<file path="src/design/apd_pkg.sv">
// Constants for the aperture delay adjust block: register map, fields,
// reset values and ramp timing. Assumes a 200 MHz mclk.
package apd_pkg;
  // Register offsets
  localparam logic [11:0] APD_DELAY_OFS = 12'h2b5;
  localparam logic [11:0] APD_RAMP_OFS  = 12'h2b8;
  // Field positions of the delay word
  localparam int APD_INV_BIT   = 16;
  localparam int APD_CRS_LSB   = 8;
  localparam int APD_FINE_LSB  = 0;
  // Field positions of the ramp control byte
  localparam int APD_RAMP_EN_BIT   = 0;
  localparam int APD_RAMP_RATE_BIT = 1;
  // Reset values
  localparam logic [23:0] APD_DELAY_RST = 24'h000000;
  localparam logic [7:0]  APD_RAMP_RST  = 8'h00;
  // Step sizes in codes
  localparam logic [7:0] APD_STEP_SLOW = 8'h01;
  localparam logic [7:0] APD_STEP_FAST = 8'h04;
  // Ramp interval in sampling clock cycles
  localparam int APD_RAMP_CYC = 384;
  // Direct-update deadline; we apply fine in two cycles and coarse in three, well inside it
  localparam int APD_DIRECT_MAX_CYC = 1536;
  // Clock period in ps, for reference
  localparam int APD_CLK_PS = 5000;
  localparam int APD_RAMP_NS = APD_RAMP_CYC * APD_CLK_PS / 1000;
  // Ramp timer width
  localparam int APD_TMR_W = 9;
  localparam logic [8:0] APD_TMR_LAST = 9'(APD_RAMP_CYC - 1);
endpackage

</file>
<file path="src/design/apd_top.sv">
// Aperture delay adjust: delay and ramp registers over the register
// port, selection of manual or calibration values, coarse ramping.
// Assumes a word-wide synchronous register port in the mclk domain.
`timescale 1ns/1ps
module apd_top (
  input  wire logic        mclk,               // Sampling clock
  input  wire logic        srst,               // Sync reset, high
  input  wire logic        reg_wr,             // Write strobe
  input  wire logic        reg_rd,             // Read strobe
  input  wire logic [11:0] reg_addr,           // Register offset
  input  wire logic [23:0] reg_wdata,          // Write data
  output logic      [23:0] reg_rdata,          // Read data, registered
  input  wire logic        sysref_cal_enable,  // Calibration owns delay
  input  wire logic [16:0] cal_delay_result,   // Calibration result
  output logic             sample_clock_invert,// Applied inversion
  output logic      [7:0]  coarse_delay_code,  // Applied coarse code
  output logic      [7:0]  fine_delay_code,    // Applied fine code
  output logic             ramp_busy           // Coarse ramp in progress
);
  logic [23:0] dly_q, dly_d;     // Delay register
  logic [7:0]  rmp_q, rmp_d;     // Ramp control register
  logic [23:0] rd_q, rd_d;       // Read data
  logic [7:0]  man_coarse;       // Ramped manual coarse code
  logic        man_busy;         // Ramp not settled
  logic        wr_dly, wr_rmp;   // Decoded writes

  assign wr_dly = reg_wr && reg_addr == apd_pkg::APD_DELAY_OFS;
  assign wr_rmp = reg_wr && reg_addr == apd_pkg::APD_RAMP_OFS;

  // Register write and read decode
  always_comb begin
    dly_d = dly_q;
    rmp_d = rmp_q;
    rd_d  = rd_q;
    // Reserved bits stay zero
    if (wr_dly) dly_d = {7'h00, reg_wdata[16:0]};
    if (wr_rmp) rmp_d = {6'h00, reg_wdata[1:0]};
    if (reg_rd) begin
      case (reg_addr)
        apd_pkg::APD_DELAY_OFS: rd_d = dly_q;
        apd_pkg::APD_RAMP_OFS:  rd_d = {16'h0000, rmp_q};
        default:                rd_d = 24'h000000;
      endcase
    end
  end

  // Register storage
  always_ff @(posedge mclk) begin
    if (srst) begin
      dly_q <= apd_pkg::APD_DELAY_RST;
      rmp_q <= apd_pkg::APD_RAMP_RST;
      rd_q  <= 24'h000000;
    end else begin
      dly_q <= dly_d;
      rmp_q <= rmp_d;
      rd_q  <= rd_d;
    end
  end

  // Coarse ramp engine
  apd_ramp u_ramp (
    .mclk      (mclk),
    .srst      (srst),
    .target    (dly_q[apd_pkg::APD_CRS_LSB +: 8]),
    .ramp_en   (rmp_q[apd_pkg::APD_RAMP_EN_BIT]),
    .ramp_fast (rmp_q[apd_pkg::APD_RAMP_RATE_BIT]),
    .applied   (man_coarse),
    .busy      (man_busy)
  );

  logic        inv_q, inv_d;     // Applied inversion
  logic [7:0]  crs_q, crs_d;     // Applied coarse
  logic [7:0]  fin_q, fin_d;     // Applied fine

  // Select applied delay source
  always_comb begin
    if (sysref_cal_enable) begin
      inv_d = cal_delay_result[apd_pkg::APD_INV_BIT];
      crs_d = cal_delay_result[apd_pkg::APD_CRS_LSB +: 8];
      fin_d = cal_delay_result[apd_pkg::APD_FINE_LSB +: 8];
    end else begin
      inv_d = dly_q[apd_pkg::APD_INV_BIT];
      crs_d = man_coarse;
      fin_d = dly_q[apd_pkg::APD_FINE_LSB +: 8];
    end
  end

  // Register applied outputs
  always_ff @(posedge mclk) begin
    if (srst) begin
      inv_q <= 1'b0;
      crs_q <= 8'h00;
      fin_q <= 8'h00;
    end else begin
      inv_q <= inv_d;
      crs_q <= crs_d;
      fin_q <= fin_d;
    end
  end

  assign sample_clock_invert = inv_q;
  assign coarse_delay_code   = crs_q;
  assign fine_delay_code     = fin_q;
  assign ramp_busy           = man_busy;
  assign reg_rdata           = rd_q;

  a_inv_follow: assert property (
    @(posedge mclk) disable iff (srst)
    !sysref_cal_enable |=>
    sample_clock_invert == $past(dly_q[apd_pkg::APD_INV_BIT]))
    else $error("inversion does not follow register");
  // fine applied two cycles after write
  a_fine_now: assert property (
    @(posedge mclk) disable iff (srst)
    (wr_dly && !sysref_cal_enable) ##1 !sysref_cal_enable |=>
    fine_delay_code == $past(reg_wdata[7:0], 2))
    else $error("fine code not applied promptly");
  a_cal_select: assert property (
    @(posedge mclk) disable iff (srst)
    sysref_cal_enable |=> coarse_delay_code == $past(cal_delay_result[15:8])
    && fine_delay_code == $past(cal_delay_result[7:0]))
    else $error("calibration delay not applied");
  a_cal_invert: assert property (
    @(posedge mclk) disable iff (srst)
    sysref_cal_enable |=>
    sample_clock_invert == $past(cal_delay_result[apd_pkg::APD_INV_BIT]))
    else $error("calibration inversion not applied");
  // a running ramp moves or settles each interval
  a_ramp_moves: assert property (
    @(posedge mclk) disable iff (srst)
    ramp_busy |-> ##[1:384]
    (!ramp_busy || man_coarse != $past(man_coarse)))
    else $error("coarse ramp stalled");
  a_coarse_man: assert property (
    @(posedge mclk) disable iff (srst)
    !sysref_cal_enable |=> coarse_delay_code == $past(man_coarse))
    else $error("manual coarse not applied");
  a_coarse_direct: assert property (
    @(posedge mclk) disable iff (srst)
    (wr_dly && !rmp_q[0] && !sysref_cal_enable) ##1
    (!rmp_q[0] && !sysref_cal_enable) ##1
    (!rmp_q[0] && !sysref_cal_enable) |=>
    coarse_delay_code == $past(reg_wdata[15:8], 3))
    else $error("coarse code late without ramp");
endmodule // apd_top

</file>
<file path="src/design/apd_ramp.sv">
// Coarse code ramp engine: walks applied code toward a target.
// Assumes target and controls come from registers in mclk domain.
`timescale 1ns/1ps
module apd_ramp (
  input  wire logic       mclk,        // Sampling-domain clock
  input  wire logic       srst,        // Synchronous reset, high
  input  wire logic [7:0] target,      // Written coarse code
  input  wire logic       ramp_en,     // Ramp enable
  input  wire logic       ramp_fast,   // Four codes per step when high
  output logic      [7:0] applied,     // Applied coarse code
  output logic            busy         // Applied differs from target
);
  logic [8:0] tmr_q, tmr_d;            // Interval timer
  logic [7:0] app_q, app_d;            // Applied code
  logic [7:0] step;                    // Step size
  logic [7:0] diff_up, diff_dn;        // Distance to target

  // Next state of timer and applied code
  always_comb begin
    step    = ramp_fast ? apd_pkg::APD_STEP_FAST : apd_pkg::APD_STEP_SLOW;
    diff_up = target - app_q;
    diff_dn = app_q - target;
    tmr_d   = tmr_q;
    app_d   = app_q;
    if (!ramp_en) begin
      app_d = target;
      tmr_d = '0;
    end else if (app_q == target) begin
      // Idle; restart interval on next change
      tmr_d = '0;
    end else if (tmr_q == apd_pkg::APD_TMR_LAST) begin
      tmr_d = '0;
      if (target > app_q) begin
        app_d = (diff_up < step) ? target : app_q + step;
      end else begin
        app_d = (diff_dn < step) ? target : app_q - step;
      end
    end else begin
      tmr_d = tmr_q + 9'h001;
    end
  end

  // Register the ramp state
  always_ff @(posedge mclk) begin
    if (srst) begin
      tmr_q <= '0;
      app_q <= '0;
    end else begin
      tmr_q <= tmr_d;
      app_q <= app_d;
    end
  end

  assign applied = app_q;
  assign busy    = (app_q != target);

  a_direct_apply: assert property (
    @(posedge mclk) disable iff (srst)
    !ramp_en |=> (app_q == $past(target)))
    else $error("coarse code not applied directly");
  a_ramp_hold: assert property (
    @(posedge mclk) disable iff (srst)
    (ramp_en && $past(ramp_en) && tmr_q != apd_pkg::APD_TMR_LAST)
    |=> $stable(app_q))
    else $error("coarse code moved between steps");
  a_step_size: assert property (
    @(posedge mclk) disable iff (srst)
    (ramp_en && tmr_q == apd_pkg::APD_TMR_LAST && !ramp_fast
     && app_q != target) |=>
    (app_q - $past(app_q) == 8'h01 || $past(app_q) - app_q == 8'h01))
    else $error("slow ramp step not one code");
  // fast step moves one to four codes
  a_fast_step: assert property (
    @(posedge mclk) disable iff (srst)
    (ramp_en && tmr_q == apd_pkg::APD_TMR_LAST && ramp_fast
     && app_q != target) |=>
    (8'(app_q - $past(app_q)) inside {[8'h01:8'h04]} ||
     8'($past(app_q) - app_q) inside {[8'h01:8'h04]}))
    else $error("fast ramp step out of range");
endmodule // apd_ramp

</file>
<file path="config.mk">
export PLATFORM = sky130hd
export DESIGN_NAME = apd_top
export DESIGN_NICKNAME = d
export VERILOG_FILES = /design/src/design/apd_pkg.sv /design/src/design/apd_top.sv /design/src/design/apd_ramp.sv
export SDC_FILE = /design/constraint.sdc
export NUM_CORES = 1
export LEC_CHECK = 0
export ABC_AREA = 1
export BUFFER_PORTS_ARGS = -buffer_cell sky130_fd_sc_hd__buf_2
export CAP_MARGIN = 20
export CORE_UTILIZATION = 49
export DETAILED_ROUTE_END_ITERATION = 10
export PLACE_DENSITY = 0.78
export SKIP_CTS_REPAIR_TIMING = 1
export SLEW_MARGIN = 20
export SYNTH_ARGS = -nofsm -noshare
export SYNTH_HDL_FRONTEND = slang
export SYNTH_SLANG_ARGS = --single-unit
</file>
<file path="constraint.sdc">
create_clock -name mclk -period 2.4 [get_ports mclk]
set_input_delay 0.48 -clock mclk [delete_from_list [all_inputs] [get_ports mclk]]
set_output_delay 0.48 -clock mclk [all_outputs]
set_load 0.03 [all_outputs]
</file>
==> results.toml, run 1 <==
[outcome]
status = "finished with violations"
failed_checks = "setup timing"

[sta]
min_period_over_period_pct = 108
clock_skew_ns = 0.00980
hold_viol = 0
timing.slew.headroom_pct = 59.1
drv_slew = 0
tightestPinTransition_ns = 0.613
setup_slack_ns = -0.194
whs_ns = 0.348
setup_viol = 8
max_freq_ghz = 0.386
rsz0062_at_grt = "true"
min_period_ns = 2.59

[worst_setup_path]
critPathTopFamily = "adder cells"
critical_path_required_ns = 2.69
path_cells = "buf_6 -> ha_4 -> fa_2 -> xnor2_2 -> ha_1 -> a21oi_2 -> nand3_4 -> nor2_8 -> nand2_4 -> nand2_2 -> nand3_1 -> nand3_1 -> nand2_1 -> a21oi_2"
path_class = "flop to flop"
worst_setup_path_start_kind = "flop"
critPathMaxFanout = 8
end_kind = "flop"
arrival_ns = 2.88
slowest_delay_ns = 0.39
worst-path-buf-inv = 1
cp_slowest_cell = "fa_2"

[clocking]
max-clock-path-buffers = 2
cts_htree_levels = 3
cts-root-buf = "clkbuf_8"
tritoncts = "built"
clk_pin_slew_ns = 0.08
cts_buffers = 9
insertion_delay_ns = 0.36
cts_num_sinks = 70

[drt]
via_per_inst = 5.29
routedWlPerCell_um = 13.8
vias = 4385
drcViolationCount = 0
drtPass1Iterations = 5
drtAntennaViolNets = 0
totalWireLength_mm = 11.4
drt_iter0_markers = 302

[logic_synthesis]
ys_seq_elements = 70
syn_area_mm2 = 0.00432
syn-instance-count = 609
yosysSeqAreaShare_pct = 32.4
synth-async-reset-ratio_pct = 0
yosysWarnings = 0
yosys_most_used_dff = "dfxtp_1"
synth_area_per_cell_um2 = 7.10
synth_cell_types = 39
synth_edf_count = 0

[global_route]
grt_max_degree = 54
grt_pass1_wl_mm = 17.9
grt_pass1_vias = 3915
track_usage_pct = 25.1
antenna_found_initial = 0
overflow = 0

[layout]
num_antenna_cells = 0
n_fill_cell = 755
multi_input_area_mm2 = 0.00264
seq_area_mm2 = 0.00141
final_area_mm2 = 0.00537
drive_above_1_share_pct = 28.7
layoutNonFillerInstCount = 829
syn2layout_area_growth_pct = 24.2
final_nets = 803

[floorplan]
num_rows = 33
dieArea_mm2 = 0.00920
fp.coreArea_mm2 = 0.00838
die_width_um = 95.9
fp.dieH_um = 95.9
ioPinCount = 100
initial_core_util_pct = 51.6

[placed_design]
placed_area_mm2 = 0.00497
gp_congestion = 0.966
dpl.cell_count = 805
port_buffers = 85
place_ws_ns = -0.215
post-dp-hpwl_mm = 8.47

[pwr]
powerDensity_mw_per_mm2 = 451
ir_worst_vdd_mv = 0.479
power_mw = 2.42
p_leak_nw = 2.52

[run]
drv_cap = 0

[min_path]
hold_class = "input port to flop"
[synth_stat cells (3+ instances only)]
master    number  area, µm²
o21ai_0       52        260
nor2_2         4       25.0
nand3_1       67        335
inv_2          6       22.5
ha_1          24        300
nand2_4        3       33.8
nor2_8         4       80.1
nor3b_1        4       30.0
o211ai_1       4       30.0
nor2_1        46        173
clkbuf_1      15       56.3
o21ai_1        3       15.0
nor3_1        17       85.1
buf_4          9       67.6
clkinv_1       4       15.0
nand2_2       11       68.8
inv_1         60        225
dfxtp_1       70       1400
buf_2          3       15.0
a21oi_1       46        230
a21oi_2       10       87.6
xor2_1        11       96.3
nand4_1        5       31.3
nand2_1      110        413
[flip-flops by register name, summed over array words and instances (netlist names)]
signal,count
u_ramp.tmr_q,9
fine_delay_code,8
reg_rdata,17
dly_q,17
u_ramp.applied,8
coarse_delay_code,8
sample_clock_invert,1
rmp_q,2
[worst min-delay path, delay by kind of cell]
| family | cells | cell delay [ns] |
|---|---|---|
| buf+inv | 1 | 0.08 |
| simple gates | 2 | 0.11 |
[final timing paths]
path | slack, ns | start | endpoint | cells after the start
min reg2reg | 0.47 | u_ramp.tmr_q[0] | u_ramp.tmr_q[0] | 1
min | 0.35 | cal_delay_result[7] | fine_delay_code[7] | 3
max reg2reg | -0.19 | u_ramp.applied[0] | u_ramp.applied[5] | 14
max | -0.19 | u_ramp.applied[0] | u_ramp.applied[5] | 14
[layout by cell type, fill, tap and decap left out, types with 3 or more instances in the layout]
cell type,netlist,final
a21oi_1,46,43
a21oi_2,10,13
buf_2,3,84
buf_4,9,31
clkbuf_8,0,10
clkinv_1,4,4
conb_1,1,7
dfxtp_1,70,67
ha_1,24,20
ha_4,0,3
inv_1,60,59
inv_2,6,7
nand2_1,110,106
nand2_2,11,15
nand2_4,3,3
nand3_1,67,64
nand3_2,2,4
nand4_1,5,5
nor2_1,46,46
nor2_2,4,4
nor2_4,1,3
nor2_8,4,4
nor3_1,17,17
nor3b_1,4,4
o211ai_1,4,4
o21ai_0,52,52
o21ai_1,3,3
xor2_1,11,11
[where the power goes]
part | switching, mW | internal [mW]
registers | 0.0108 | 1.19
clock network | 0.483 | 0.514
logic | 0.154 | 0.0739
[routing by layer]
metal	share of wire [%]	global-route usage (%)
met5	0	0
met4	2.0	10.6
met3	6.7	5.53
met2	48	40.0
met1	43	32.6
[kinds of logic (layout without fill, tap and decap cells)]
| group | count (synthesis) | in the layout | synth area share (%) |
|---|---|---|---|
| flops | 70 | 70 | 32.4 |
| fa+ha+maj | 26 | 26 | 7.87 |
| compound gates | 117 | 117 | 14.9 |
| simple gates | 283 | 285 | 32.2 |
| xor+xnor | 13 | 13 | 2.63 |
| other cells | 1 | 7 | 0.0867 |
| buf+inv | 99 | 206 | 9.81 |
[area by class of cell]
| type | count | share of cell area, % |
|---|---|---|
| multi-input combinational | 448 | 49.1 |
| sequential | 70 | 26.2 |
| inverter | 70 | 4.89 |
| clock inverter | 6 | 1.28 |
| tap | 105 | 2.45 |
| clock buffer | 10 | 2.56 |
| timing repair buffer | 120 | 13.5 |
[stage by stage]
step | setup TNS (ns) | util [%]
floorplan | 0 | -
CTS | -1.86 | 61.8
global placement | -0.857 | 59.4
finish | -1.31 | 64.1
detailed placement | -1.47 | 59.4
global route | -2.14 | 64.1
No activity file was read; power rests on OpenSTA's default activity.
==> run 2: changes to the inputs <==
--- a/config.mk
+++ b/config.mk
@@ -11,6 +11,7 @@
 export CORE_UTILIZATION = 49
 export DETAILED_ROUTE_END_ITERATION = 10
 export PLACE_DENSITY = 0.78
+export SETUP_SLACK_MARGIN = 0.5
 export SKIP_CTS_REPAIR_TIMING = 1
 export SLEW_MARGIN = 20
 export SYNTH_ARGS = -nofsm -noshare
==> run 2 against run 1 <==
Via count is 1.3% higher. Largest cell class unchanged. The run still ends with setup timing left. Critical path type unchanged. Total power is 1.4% lower. Register-to-register slack better by 0.04 ns. Worst hold slack better by 0.014 ns. Combinational power is 2% higher. Clock-buffer cell count stayed put.
==> results.toml, run 2 (synthesis gave the netlist of run 1 again) <==
[sta]
drv_slew = 0
rsz0062_at_grt = "true"
tightestPinTransition_ns = 0.685
setup_viol = 8
clock_skew_ns = 0.0135
hold_viol = 0
fin_tns_setup_ns = -0.730
min_period_ns = 2.55
timing.slew.headroom_pct = 54.3
setup_slack_ns = -0.151
max_freq_ghz = 0.392
min_period_over_period_pct = 106

[worst_setup_path]
critPathMaxFanout = 4
worst_setup_path_start_kind = "flop"
end_kind = "flop"
ff2ff_setup_slack_ns = -0.15
path_class = "flop to flop"
critical_path_required_ns = 2.61
arrival_ns = 2.76

[clocking]
max-clock-path-buffers = 2
tritoncts = "built"
cts_buffers = 9
cts_htree_levels = 3
clk_pin_slew_ns = 0.08
insertion_delay_ns = 0.34
cts-root-buf = "clkbuf_8"
cts_num_sinks = 70

[floorplan]
num_rows = 33
fp.dieH_um = 95.9
die_width_um = 95.9
initial_core_util_pct = 51.6
dieArea_mm2 = 0.00920
fp.coreArea_mm2 = 0.00838
ioPinCount = 100

[pwr]
p_int_mw = 1.75
switching_share_pct = 26.9
powerDensity_mw_per_mm2 = 440
power.switching_mw = 0.643
p_seq_share_pct = 50.1
clkPwrFrac_pct = 40.2
p_comb_share_pct = 9.8
ir_worst_vdd_mv = 0.348
p_leak_nw = 2.50

[placed_design]
gp_congestion = 0.980
post-dp-hpwl_mm = 8.52
dpl.cell_count = 798
port_buffers = 85

[min_path]
hold_class = "input port to flop"

[drt]
drcViolationCount = 0
via_per_inst = 5.39
routedWlPerCell_um = 14.2
drtPass1Iterations = 5
vias = 4443
totalWireLength_mm = 11.7
drtAntennaViolNets = 0
drt_iter0_markers = 262

[layout]
syn2layout_area_growth_pct = 25.6
drive_above_1_share_pct = 31.3
num_antenna_cells = 0
final_common_cell = "nand2_1"
layoutNonFillerInstCount = 824
final_nets = 798
mostFrequentLayoutCells = "104 x nand2_1, 84 x buf_2, 63 x dfxtp_1, 58 x nand3_1, 53 x inv_1"

[global_route]
track_usage_pct = 25.5
grt_max_degree = 53
grt_pass1_wl_mm = 18.2
antenna_found_initial = 0
overflow = 0
grt_pass1_vias = 4013

[run]
drv_cap = 0

[outcome]
status = "finished with violations"
failed_checks = "setup timing"
-- run 2: routing by layer --
metal  vias to the layer above  share of wire [%]  track usage [%]
met2                       202                 48             42.7
met3                        41                7.0             5.61
met5                         -                  0                0
li1                       2201                  -                -
met1                      1999                 42             31.8
met4                         0                3.4             10.3
-- run 2: final cells by class --
type | instances | area [µm²]
sequential | 70 | 1420
clock inverter | 6 | 70.1
clock buffer | 10 | 128
tap | 105 | 131
fill | 710 | 2950
timing repair buffer | 115 | 681
inverter | 70 | 270
multi-input combinational | 448 | 2730
-- run 2: path summary, 6_finish.rpt --
kind,endpoint,start,cells after the start
hold reg to reg,u_ramp.tmr_q[0],u_ramp.tmr_q[0],1
setup reg to reg,u_ramp.applied[1],u_ramp.applied[0],14
hold / removal,fine_delay_code[2],cal_delay_result[2],3
setup / recovery,u_ramp.applied[1],u_ramp.applied[0],14
-- run 2: critical path, cell delays in order, from the launching register on --
cell     delay [ns]
dfxtp_4        0.40
inv_4          0.05
ha_4           0.15
fa_2           0.34
xnor2_1        0.13
ha_1           0.28
a21oi_2        0.18
nand3_4        0.14
buf_12         0.16
nor2_4         0.18
nand3_1        0.09
nand3_1        0.09
nand3_1        0.08
nand2_1        0.09
a21oi_2        0.05
-- run 2: per-stage QoR --
stage,power [mW],worst slack [ns],instance area (µm²),utilization [%],hold slack [ns]
final,2.39,-0.151,5430,64.8,0.362
after global routing,2.48,-0.220,5430,64.8,0.354
after CTS,2.40,-0.133,5150,61.4,0.353
after detailed placement,1.45,-0.0392,4950,59.1,0.451
after global placement,1.45,0.0310,4950,59.1,0.444
after floorplan,1.38,0.204,4390,-,0.430
-- run 2: power by group through the flow --
stage	clock network [mW]	logic [mW]	registers [mW]
global placement	0	0.225	1.23
floorplan	0	0.0934	1.28
finish	0.960	0.233	1.20
detailed placement	0	0.227	1.23
global route	1.03	0.253	1.20
CTS	0.976	0.229	1.20
